## config.mk

```make
export PLATFORM = sky130hd
export DESIGN_NAME = rlcis_top
export DESIGN_NICKNAME = d
export VERILOG_FILES = /design/src/hdl/rlcis_pin_sel.v /design/src/hdl/rlcis_shadow.v /design/src/hdl/rlcis_top.v
export VERILOG_INCLUDE_DIRS = /design/src /design/src/shared
export SDC_FILE = /design/constraint.sdc
export NUM_CORES = 1
export LEC_CHECK = 0
export BUFFER_PORTS_ARGS = -buffer_cell sky130_fd_sc_hd__buf_2
export CORE_MARGIN = 4
export CORE_UTILIZATION = 37
export DETAILED_ROUTE_END_ITERATION = 8
export PLACE_DENSITY = 0.62
export SYNTH_ARGS = -nofsm -noshare
export SYNTH_HDL_FRONTEND = slang
export SYNTH_SLANG_ARGS = --single-unit
export TNS_END_PERCENT = 10
```

## constraint.sdc

```tcl
create_clock -name sys_clk_in -period 7.65 [get_ports sys_clk_in]
set_clock_uncertainty 0.05 [all_clocks]
set_input_delay 1.1475 -clock sys_clk_in [delete_from_list [all_inputs] [get_ports sys_clk_in]]
set_output_delay 1.1475 -clock sys_clk_in [all_outputs]
set_load 0.005 [all_outputs]
```

## src/shared/rlcis_map.vh

```
// Register offsets, field positions, reset values and key bytes for the remap lock block.
// Assumes a 16-bit register port; offsets are word indices on that port.
`ifndef RLCIS_MAP_VH
`define RLCIS_MAP_VH

`define RLCIS_ADDR_W 4
`define RLCIS_OFF_OSC_CTRL 4'h0
`define RLCIS_OFF_CLK_SEL 4'h1
`define RLCIS_OFF_STATUS 4'h2
`define RLCIS_OFF_REMAP_BASE 4'h8
`define RLCIS_NUM_REMAP 4

`define RLCIS_LOCK_BIT 6
`define RLCIS_ONE_SESSION_BIT 5
`define RLCIS_KEY1 8'h46
`define RLCIS_KEY2 8'h57

`define RLCIS_T5_MSB 12
`define RLCIS_T5_LSB 8
`define RLCIS_T4_MSB 4
`define RLCIS_T4_LSB 0
`define RLCIS_SEL_RESET 5'h1F
`define RLCIS_SEL_GND 5'h1F
`define RLCIS_SEL_MAX_PIN 5'h19
`define RLCIS_CLK_SEL_MASK 16'h1F1F
`define RLCIS_NUM_PINS 26

`endif

```

## src/hdl/rlcis_pin_sel.v

```verilog
// One timer clock-input selector: routes a remappable pin or ground to the timer.
// Assumes pins are already synchronous to sys_clk_in.
`timescale 1ns/10ps
`include "rlcis_map.vh"
module rlcis_pin_sel #(
	parameter NUM_PINS = `RLCIS_NUM_PINS
) (
	input wire sys_clk_in,
	input wire rst_in,
	input wire clk_en_in,
	input wire [4:0] code_in,
	input wire [NUM_PINS-1:0] pins_in,
	output reg clk_out
);
	reg next_clk;
	always @* begin
		next_clk = 1'b0;
		// Reserved codes and ground code both give a quiet low input
		if (code_in <= `RLCIS_SEL_MAX_PIN) begin
			next_clk = pins_in[code_in];
		end
	end
	always @(posedge sys_clk_in or posedge rst_in) begin
		if (rst_in) begin
			clk_out <= 1'b0;
		end else if (clk_en_in) begin
			clk_out <= next_clk;
		end
	end
endmodule // rlcis_pin_sel

```

## src/hdl/rlcis_shadow.v

```verilog
// Shadow copy of one remap register and its mismatch compare.
// Assumes the owner pulses load_in on every permitted write.
`timescale 1ns/10ps
module rlcis_shadow #(
	parameter WIDTH = 16
) (
	input wire sys_clk_in,
	input wire rst_in,
	input wire clk_en_in,
	input wire load_in,
	input wire [WIDTH-1:0] load_data_in,
	input wire [WIDTH-1:0] live_in,
	output wire mismatch_out
);
	reg [WIDTH-1:0] shadow;
	always @(posedge sys_clk_in or posedge rst_in) begin
		if (rst_in) begin
			shadow <= {WIDTH{1'b0}};
		end else if (clk_en_in && load_in) begin
			shadow <= load_data_in;
		end
	end
	// Compare runs every cycle, so a disturbed cell is seen at once
	assign mismatch_out = (shadow != live_in);
endmodule // rlcis_shadow

```

## src/hdl/rlcis_top.v

```verilog
// Remap lock, key sequence, one-session lock, shadow monitor and timer clock input select.
// Assumes a one-cycle read/write strobe register port and synchronous pin inputs.
//
// The address-and-strobe port and the address map were decided locally.
`timescale 1ns/10ps
`include "rlcis_map.vh"
module rlcis_top #(
	parameter NUM_REMAP = `RLCIS_NUM_REMAP,
	parameter NUM_PINS = `RLCIS_NUM_PINS
) (
	input wire sys_clk_in,
	input wire rst_in,
	input wire clk_en_in,
	input wire single_session_cfg_in,
	input wire [`RLCIS_ADDR_W-1:0] addr_in,
	input wire [15:0] wdata_in,
	input wire wr_in,
	input wire rd_in,
	input wire [NUM_PINS-1:0] remappable_pin_n_in,
	output reg [15:0] rdata_out,
	output reg remap_lock_out,
	output reg cfg_mismatch_reset_out,
	output reg [15:0] timer_clock_input_select_out,
	output wire timer5_ext_clock_out,
	output wire timer4_ext_clock_out,
	output reg [NUM_REMAP*16-1:0] remap_regs_out
);
	localparam [2:0] ST_IDLE = 3'b001;
	localparam [2:0] ST_KEY1 = 3'b010;
	localparam [2:0] ST_OPEN = 3'b100;

	reg [2:0] key_state;
	reg [2:0] next_key_state;
	reg remap_lock;
	reg next_remap_lock;
	reg one_session;
	reg strap_taken;
	reg [15:0] timer_clock_input_select;
	reg [15:0] remap_regs [0:NUM_REMAP-1];
	reg [7:0] osc_ctrl_low;
	reg mismatch_seen;
	wire wr_osc = wr_in && (addr_in == `RLCIS_OFF_OSC_CTRL);
	wire wr_sel = wr_in && (addr_in == `RLCIS_OFF_CLK_SEL);
	wire [NUM_REMAP-1:0] wr_remap;
	wire [NUM_REMAP:0] mismatch;
	wire [15:0] sel_masked = wdata_in & `RLCIS_CLK_SEL_MASK;
	wire sel_ok = wr_sel && !remap_lock;
	wire any_mismatch = |mismatch;
	integer i;

	// Strap caught after reset release, never inside the async branch
	always @(posedge sys_clk_in or posedge rst_in) begin
		if (rst_in) begin
			one_session <= 1'b1;
			strap_taken <= 1'b0;
		end else if (clk_en_in && !strap_taken) begin
			one_session <= single_session_cfg_in;
			strap_taken <= 1'b1;
		end
	end

	// Key sequence: any write to another register, or a wrong low byte other than the first key, drops it
	always @* begin
		next_key_state = key_state;
		next_remap_lock = remap_lock;
		if (wr_osc) begin
			case (key_state)
				ST_IDLE: begin
					if (wdata_in[7:0] == `RLCIS_KEY1) begin
						next_key_state = ST_KEY1;
					end
				end
				ST_KEY1: begin
					if (wdata_in[7:0] == `RLCIS_KEY2) begin
						next_key_state = ST_OPEN;
					end else if (wdata_in[7:0] == `RLCIS_KEY1) begin
						next_key_state = ST_KEY1;
					end else begin
						next_key_state = ST_IDLE;
					end
				end
				ST_OPEN: begin
					next_key_state = ST_IDLE;
					// Strap locked state cannot reopen until reset
					if (!(one_session && remap_lock)) begin
						next_remap_lock = wdata_in[`RLCIS_LOCK_BIT];
					end
				end
				default: begin
					next_key_state = ST_IDLE;
				end
			endcase
		end else if (wr_in && key_state != ST_IDLE) begin
			next_key_state = ST_IDLE;
		end
	end

	// Lock changes only through the sequence; no auto relock
	always @(posedge sys_clk_in or posedge rst_in) begin
		if (rst_in) begin
			key_state <= ST_IDLE;
			remap_lock <= 1'b0;
			osc_ctrl_low <= 8'h00;
		end else if (clk_en_in) begin
			key_state <= next_key_state;
			remap_lock <= next_remap_lock;
			if (wr_osc) begin
				osc_ctrl_low <= wdata_in[7:0];
			end
		end
	end

	always @(posedge sys_clk_in or posedge rst_in) begin
		if (rst_in) begin
			timer_clock_input_select <= {3'h0, `RLCIS_SEL_RESET, 3'h0, `RLCIS_SEL_RESET};
		end else if (clk_en_in && sel_ok) begin
			timer_clock_input_select <= sel_masked;
		end
	end

	genvar g;
	generate
		for (g = 0; g < NUM_REMAP; g = g + 1) begin : g_remap
			localparam [`RLCIS_ADDR_W-1:0] REMAP_ADDR = `RLCIS_OFF_REMAP_BASE + g;
			assign wr_remap[g] = wr_in && (addr_in == REMAP_ADDR) && !remap_lock;
			always @(posedge sys_clk_in or posedge rst_in) begin
				if (rst_in) begin
					remap_regs[g] <= 16'h0000;
				end else if (clk_en_in && wr_remap[g]) begin
					remap_regs[g] <= wdata_in;
				end
			end
			rlcis_shadow #(.WIDTH(16)) u_shadow (
				.sys_clk_in(sys_clk_in),
				.rst_in(rst_in),
				.clk_en_in(clk_en_in),
				.load_in(wr_remap[g]),
				.load_data_in(wdata_in),
				.live_in(remap_regs[g]),
				.mismatch_out(mismatch[g])
			);
		end
	endgenerate

	// Select register shadow reset value matches the live reset value
	reg [15:0] sel_shadow;
	always @(posedge sys_clk_in or posedge rst_in) begin
		if (rst_in) begin
			sel_shadow <= {3'h0, `RLCIS_SEL_RESET, 3'h0, `RLCIS_SEL_RESET};
		end else if (clk_en_in && sel_ok) begin
			sel_shadow <= sel_masked;
		end
	end
	assign mismatch[NUM_REMAP] = (sel_shadow != timer_clock_input_select);

	always @(posedge sys_clk_in or posedge rst_in) begin
		if (rst_in) begin
			cfg_mismatch_reset_out <= 1'b0;
			mismatch_seen <= 1'b0;
		end else if (clk_en_in) begin
			cfg_mismatch_reset_out <= any_mismatch;
			mismatch_seen <= mismatch_seen | any_mismatch;
		end
	end

	// Read port: data valid the cycle after the strobe, zero otherwise
	always @(posedge sys_clk_in or posedge rst_in) begin
		if (rst_in) begin
			rdata_out <= 16'h0000;
		end else if (clk_en_in) begin
			rdata_out <= 16'h0000;
			if (rd_in) begin
				if (addr_in == `RLCIS_OFF_OSC_CTRL) begin
					rdata_out <= {8'h00, osc_ctrl_low[7], remap_lock, osc_ctrl_low[5:0]};
				end else if (addr_in == `RLCIS_OFF_CLK_SEL) begin
					rdata_out <= timer_clock_input_select & `RLCIS_CLK_SEL_MASK;
				end else if (addr_in == `RLCIS_OFF_STATUS) begin
					rdata_out <= {11'h000, mismatch_seen, key_state, one_session};
				end else begin
					for (i = 0; i < NUM_REMAP; i = i + 1) begin
						if (addr_in == (i[`RLCIS_ADDR_W-1:0] + `RLCIS_OFF_REMAP_BASE)) begin
							rdata_out <= remap_regs[i];
						end
					end
				end
			end
		end
	end

	always @(posedge sys_clk_in or posedge rst_in) begin
		if (rst_in) begin
			remap_lock_out <= 1'b0;
			timer_clock_input_select_out <= {3'h0, `RLCIS_SEL_RESET, 3'h0, `RLCIS_SEL_RESET};
			remap_regs_out <= {NUM_REMAP*16{1'b0}};
		end else if (clk_en_in) begin
			remap_lock_out <= remap_lock;
			timer_clock_input_select_out <= timer_clock_input_select;
			for (i = 0; i < NUM_REMAP; i = i + 1) begin
				remap_regs_out[i*16 +: 16] <= remap_regs[i];
			end
		end
	end

	rlcis_pin_sel #(.NUM_PINS(NUM_PINS)) u_t5_sel (
		.sys_clk_in(sys_clk_in),
		.rst_in(rst_in),
		.clk_en_in(clk_en_in),
		.code_in(timer_clock_input_select[`RLCIS_T5_MSB:`RLCIS_T5_LSB]),
		.pins_in(remappable_pin_n_in),
		.clk_out(timer5_ext_clock_out)
	);

	rlcis_pin_sel #(.NUM_PINS(NUM_PINS)) u_t4_sel (
		.sys_clk_in(sys_clk_in),
		.rst_in(rst_in),
		.clk_en_in(clk_en_in),
		.code_in(timer_clock_input_select[`RLCIS_T4_MSB:`RLCIS_T4_LSB]),
		.pins_in(remappable_pin_n_in),
		.clk_out(timer4_ext_clock_out)
	);
endmodule // rlcis_top

```

After elaboration in Yosys (flattened, before gate mapping)
Index checks and enable logic that the tools add are counted.
W data, S select, Z words.
{"block": "classes", "n_lt_le_gt_ge": 4, "eq_ne": 13, "mux": 20, "bitwise": 1, "reduce_logical": 26}
{"op": "$mux W16", "count": 8}
{"op": "$logic_and A1 B1 Y1", "count": 19}
{"op": "$eq A4 B4 Y1 const B", "count": 4}
{"op": "$eq A8 B7 Y1 const B", "count": 2}
{"op": "$lt A5 B6 Y1 const B", "count": 2}
{"op": "$mux W3", "count": 4}
{"op": "$bmux W1 S5", "count": 2}
{"op": "$le A5 B5 Y1 const B", "count": 2}
{"op": "$pmux W3 S2", "count": 1}
{"op": "$eq A4 B1 Y1 const B", "count": 1}
{"op": "$eq A4 B2 Y1 const B", "count": 1}
{"op": "$logic_not A4 Y1", "count": 1}
{"op": "$mux W1", "count": 4}
{"op": "$reduce_and A4 Y1", "count": 1}
{"op": "$eq A3 B1 Y1 const B", "count": 1}
{"op": "$eq A3 B2 Y1 const B", "count": 1}
{"op": "$eq A3 B3 Y1 const B", "count": 1}
{"op": "$ne A3 B1 Y1 const B", "count": 1}
{"op": "$ne A3 B3 Y1 const B", "count": 1}
{"op": "$reduce_and A3 Y1", "count": 1}
{"op": "$logic_not A1 Y1", "count": 2}
{"op": "$mux W2", "count": 1}
{"op": "$reduce_and A2 Y1", "count": 1}
{"op": "$reduce_bool A2 Y1", "count": 1}
{"op": "$not A1 Y1", "count": 1}
{"block": "totals", "register_bits": 181, "input_bits": 52, "output_inout_bits": 100, "wordCells": 80}

Longest topological paths before layout
{"block": "logic_depth", "word_depth": 9, "mapped_depth": 7, "ltp_nobuf": 5}

Modules after synthesis
From an unflattened synthesis, not the netlist that was laid out.
{"block": "unflattened", "cells_unflattened": 832, "hier_area_um2": 11619.9}
{"module": "rlcis_top", "n_inst": 1, "cells_per_inst": 564, "area_each_um2": 7783.7}
{"module": "rlcis_shadow", "n_inst": 4, "cells_per_inst": 56, "area_each_um2": 810.8}
{"module": "rlcis_pin_sel", "n_inst": 2, "cells_per_inst": 22, "area_each_um2": 296.5}

Worst setup path after synthesis
Ideal clock, no wire load.
{"block": "synth_timing", "path_type": "input port to flip-flop", "from": "input port addr_in[0]", "to": "register osc_ctrl_low[0]", "arrival_time_ns": 2.510, "t_required_ns": 7.475, "setup_slack_ns": 4.965, "path_stages": 4, "cell_sequence": "clkbuf_1 > or4_1 > nor2_2 > mux2_2"}
{"block": "synth_between", "elab_chain_len": 3}
{"item": "start: declaration", "line_no": "rlcis_top.v:15", "source": "input wire [`RLCIS_ADDR_W-1:0] addr_in,"}
{"item": "$logic_not A4 Y1 (no line)"}
{"item": "$logic_and A1 B1 Y1", "line_no": "rlcis_top.v:42", "source": "wire wr_osc = wr_in && (addr_in == `RLCIS_OFF_OSC_CTRL);"}
{"item": "$reduce_and A2 Y1 (no line)"}
{"item": "end signal: assignment", "line_no": "rlcis_top.v:108", "source": "osc_ctrl_low <= wdata_in[7:0];"}
{"item": "end: declaration", "line_no": "rlcis_top.v:40", "source": "reg [7:0] osc_ctrl_low;"}
Every way passes these cells.
A chain may end at the register's enable or synchronous reset.

Worst setup path after layout
{"block": "layout_timing", "from": "input port addr_in[0]", "to": "register sel_shadow[9]"}
{"block": "layout_between", "elab_chain_len": 4}
{"item": "$eq A4 B1 Y1 (no line)"}
{"item": "$logic_and A1 B1 Y1", "line_no": "rlcis_top.v:43", "source": "wire wr_sel = wr_in && (addr_in == `RLCIS_OFF_CLK_SEL);"}
{"item": "$logic_and A1 B1 Y1", "line_no": "rlcis_top.v:47", "source": "wire sel_ok = wr_sel && !remap_lock;"}
{"item": "$logic_and A1 B1 Y1", "line_no": "rlcis_top.v:150", "source": "end else if (clk_en_in && sel_ok) begin"}
{"item": "end signal: assignment", "line_no": "rlcis_top.v:149", "source": "sel_shadow <= {3'h0, `RLCIS_SEL_RESET, 3'h0, `RLCIS_SEL_RESET};"}
{"item": "end signal: assignment", "line_no": "rlcis_top.v:151", "source": "sel_shadow <= sel_masked;"}
{"item": "end: declaration", "line_no": "rlcis_top.v:146", "source": "reg [15:0] sel_shadow;"}
Every way passes these cells.

==> metrics.md <==
| Metric | Value |
|---|---|
| Area added between synthesis and finish | 19.0% |
| Worst-path fanout max | 35 |
| Clock Tree Buf Depth | 2 |
| Routed Antenna Nets | 0 |
| Initial DRT Pass Iterations | 5 |
| Largest net degree at the start of global routing | around 110 |
| Max Cap Viol | 0 |
| Critical Path AT | about 3.5 ns |
| Cells after Synth | about 580 |
| CP Buf/Inv Count | 2 |
| Initial DRC count | between 300 and 400 |
| Fin crit period | 3.24 ns |
| Post-Layout Cell Count | between 900 and 1,000 |
| Startpoint types | primary input |
| CP max stage cell | nand4_1 |
| Post-synth EDFFs | 0 |
| Worst path max stage delay | 0.72 ns |
| Seq/Total Area, Yosys | 0.565 |
| Distinct cells, synth | just over 50 |
| Core ar. | ~21,000 um^2 |
| I/O Pins | 152 |
| Crit path cell chain | buf_2 > buf_4 > nor2b_1 > nand4_1 > mux2_2 |
| Relative max-transition margin | 0.373 |
| Synth area leaders | dfrtp_1 49%, mux2_2 21%, dfstp_2 7.2% |
| Largest area contributor in the netlist | dfrtp_1 |
| GP Congestion | 0.854 |
| First-pass GRT wire length | 32.6 mm |
| Final Instance Area | 9540 um^2 |
| DP Area | a little under 9000 um^2 |
| Final Hold Fails | 0 |
| Sink Count | 180 |
| Worst setup EP type | flip-flop |
| Clock Latency Late Sink | 0.43 ns |
| CTS tree | yes |
| Post-CTS sizing | 0 |
| Fin crit share | 0.424 |
| Cell area after synthesis | roughly 8000 um^2 |
| Buffers added on ports | ~140 |
| Hold-fix buffers at CTS | 0 |
| Row count | 53 |
| Share of cells above drive strength 1 | 0.526 |
| Num CTS Buffers | 17 |
| Post-synth top area share | 0.493 |
| Worst IR drop on VDD | around 0.18 mV |
| RSZ-0062 raised after global routing | no |
| Vias in the first global route | between 5,000 and 6,000 |
| Power Dens Cells | around 280 nW/um^2 |
| Post-CTS Setup Bufs | 0 |
| Vias | around 5,300 |
| Top_reg_cell synth | dfrtp_1 |
| CP Class | primary input to flip-flop |
| Slew Viols, Final | 0 |
| HP Class | flip-flop to flip-flop |
| DR WL/cell | ~21 um |
| DP Cell Count | slightly below 1,000 |
| FFs w/ async S/R, synth | 1.00 |
| Drt via density | approximately 5.3 |
| Diode count | 0 |
| Final WL | a little over 20 mm |
| Status | finished clean |
| Critical Path RT | ~8 ns |
| Leakage | ~0.0045 uW |
| Nets@finish | 760 |
| Syn Area/Cell | ~14 um^2 |
| Initial core utilization | 0.379 |
| Chip Width | between 150 and 200 um |
| Worst-Margin Slew | about 0.94 ns |
| Fmax | between 0.3 and 0.4 GHz |
| Reg clk slew, reported paths | roughly 0.06 ns |
| TNS Setup | 0 ns |
| Top delay family on crit path | simple AND/OR/NAND/NOR gates |
| Final HPWL DP | between 10 and 15 mm |
| H-Tree Depth | 4 |
| Final setup violating endpoints | 0 |
| Grt ovf | 0 |
| Tot GR Track Use | 0.174 |
| Initial antenna violation count | 1 |
| DRC Markers | 0 |
| CTS Root Cell | clkbuf_16 |
| Vert. Die Dim | roughly 160 um |
| Yosys reg bits | 180 |
| Ys Warns | 0 |
| Fin Hold WS | 0.433 ns |
| R2R Setup Slk | around 5.4 ns |
| Die Area | 24,100 um^2 |
Yosys cell counts, types with 8 or more instances:
cell type / count
o2bb2ai_1: 12
nand2_1: 21
mux2i_1: 15
nor2_1: 28
clkbuf_1: 18
dfrtp_1: 158
a21oi_1: 16
mux4_2: 21
buf_2: 11
mux2_2: 153
dfstp_2: 22
o21ai_0: 14
buf_4: 8
inv_1: 11
logic make-up after synthesis:
| logic type | after synthesis | share of synthesized area |
|---|---|---|
| other cells | 1 | 0.000468 |
| buf+inv | 52 | 0.0309 |
| mux | 189 | 0.293 |
| flops | 180 | 0.565 |
| simple gates | 90 | 0.0576 |
| compound gates | 64 | 0.0529 |
final cells by class:
class                           instances  area [um^2]
Clock buffer                           22          454
Clock inverter                         10          155
Fill cell                            1902        11600
Inverter                               12         50.0
Multi-Input combinational cell        350         3260
Sequential cell                       180         4530
Tap cell                              275          344
Timing Repair Buffer                  147          746
metrics by stage:
| step | utilization | setup WS, ns | power (uW) |
|---|---|---|---|
| floorplan | - | 1.60 | 1570 |
| global placement | 0.422 | 4.05 | 1780 |
| detailed placement | 0.422 | 3.99 | 1800 |
| CTS | 0.451 | 4.39 | 2720 |
| global route | 0.451 | 4.25 | 2820 |
| finish | 0.451 | 4.41 | 2690 |
worst paths after layout:
check / cells after the start / start / end
worst max-delay path: 5 / addr_in[0] / sel_shadow[9]$_DFFE_PP1P_
worst min-delay path: 2 / timer_clock_input_select_out[4]$_DFFE_PP1P_ / timer_clock_input_select_out[4]$_DFFE_PP1P_
worst max register to register: 4 / sel_shadow[8]$_DFFE_PP1P_ / u_t5_sel.clk_out$_DFFE_PP0P_
worst min register to register: 2 / timer_clock_input_select_out[4]$_DFFE_PP1P_ / timer_clock_input_select_out[4]$_DFFE_PP1P_
max in group asynchronous: 3 / rst_in / remap_regs_out[57]$_DFFE_PP0P_
min in group asynchronous: 2 / rst_in / remap_regs_out[33]$_DFFE_PP0P_
layout by cell type, fill, tap and decap left out, types with 7 or more instances in the layout:
| master | Yosys | routed |
|---|---|---|
| inv_1 | 11 | 10 |
| dfrtp_1 | 158 | 158 |
| buf_2 | 11 | 143 |
| mux4_2 | 21 | 21 |
| nand2_1 | 21 | 21 |
| a22oi_1 | 7 | 7 |
| conb_1 | 1 | 7 |
| clkbuf_16 | 0 | 17 |
| o2bb2ai_1 | 12 | 12 |
| o21ai_0 | 14 | 14 |
| mux2i_1 | 15 | 15 |
| a21oi_1 | 16 | 16 |
| dfstp_2 | 22 | 22 |
| nor2_1 | 28 | 28 |
| mux2_2 | 153 | 153 |
worst register-to-register path, cell delays in order, from the launching register on:
cell,delay (ns)
dfstp_2,0.73
mux4_2,0.56
mux2_2,0.29
a2111oi_0,0.46
nor2_1,0.09
flip-flops by register name, summed over array words and instances, names as in the netlist, 3 cells and up:
name	count
rdata_out	16
timer_clock_input_select_out	10
g_remap.u_shadow.shadow	32
key_state	3
remap_regs_out	64
osc_ctrl_low	7
sel_shadow	10
remap_regs	32
where the power goes:
part	leakage (uW)	switching, uW	internal, uW
Clock	0.000296	357	554
Sequential	0.00227	149	1150
Combinational	0.00192	199	279
Total	0.00448	705	1990
layer usage:
layer  vias up  global-route usage  share of wire
met5         -                   0        0.00034
met4         2              0.0417          0.012
met3        26              0.0492          0.067
met2       192               0.277           0.48
met1      2727               0.238           0.44
li1       2361                   -              -
No activity file was read; power rests on OpenSTA's default activity.
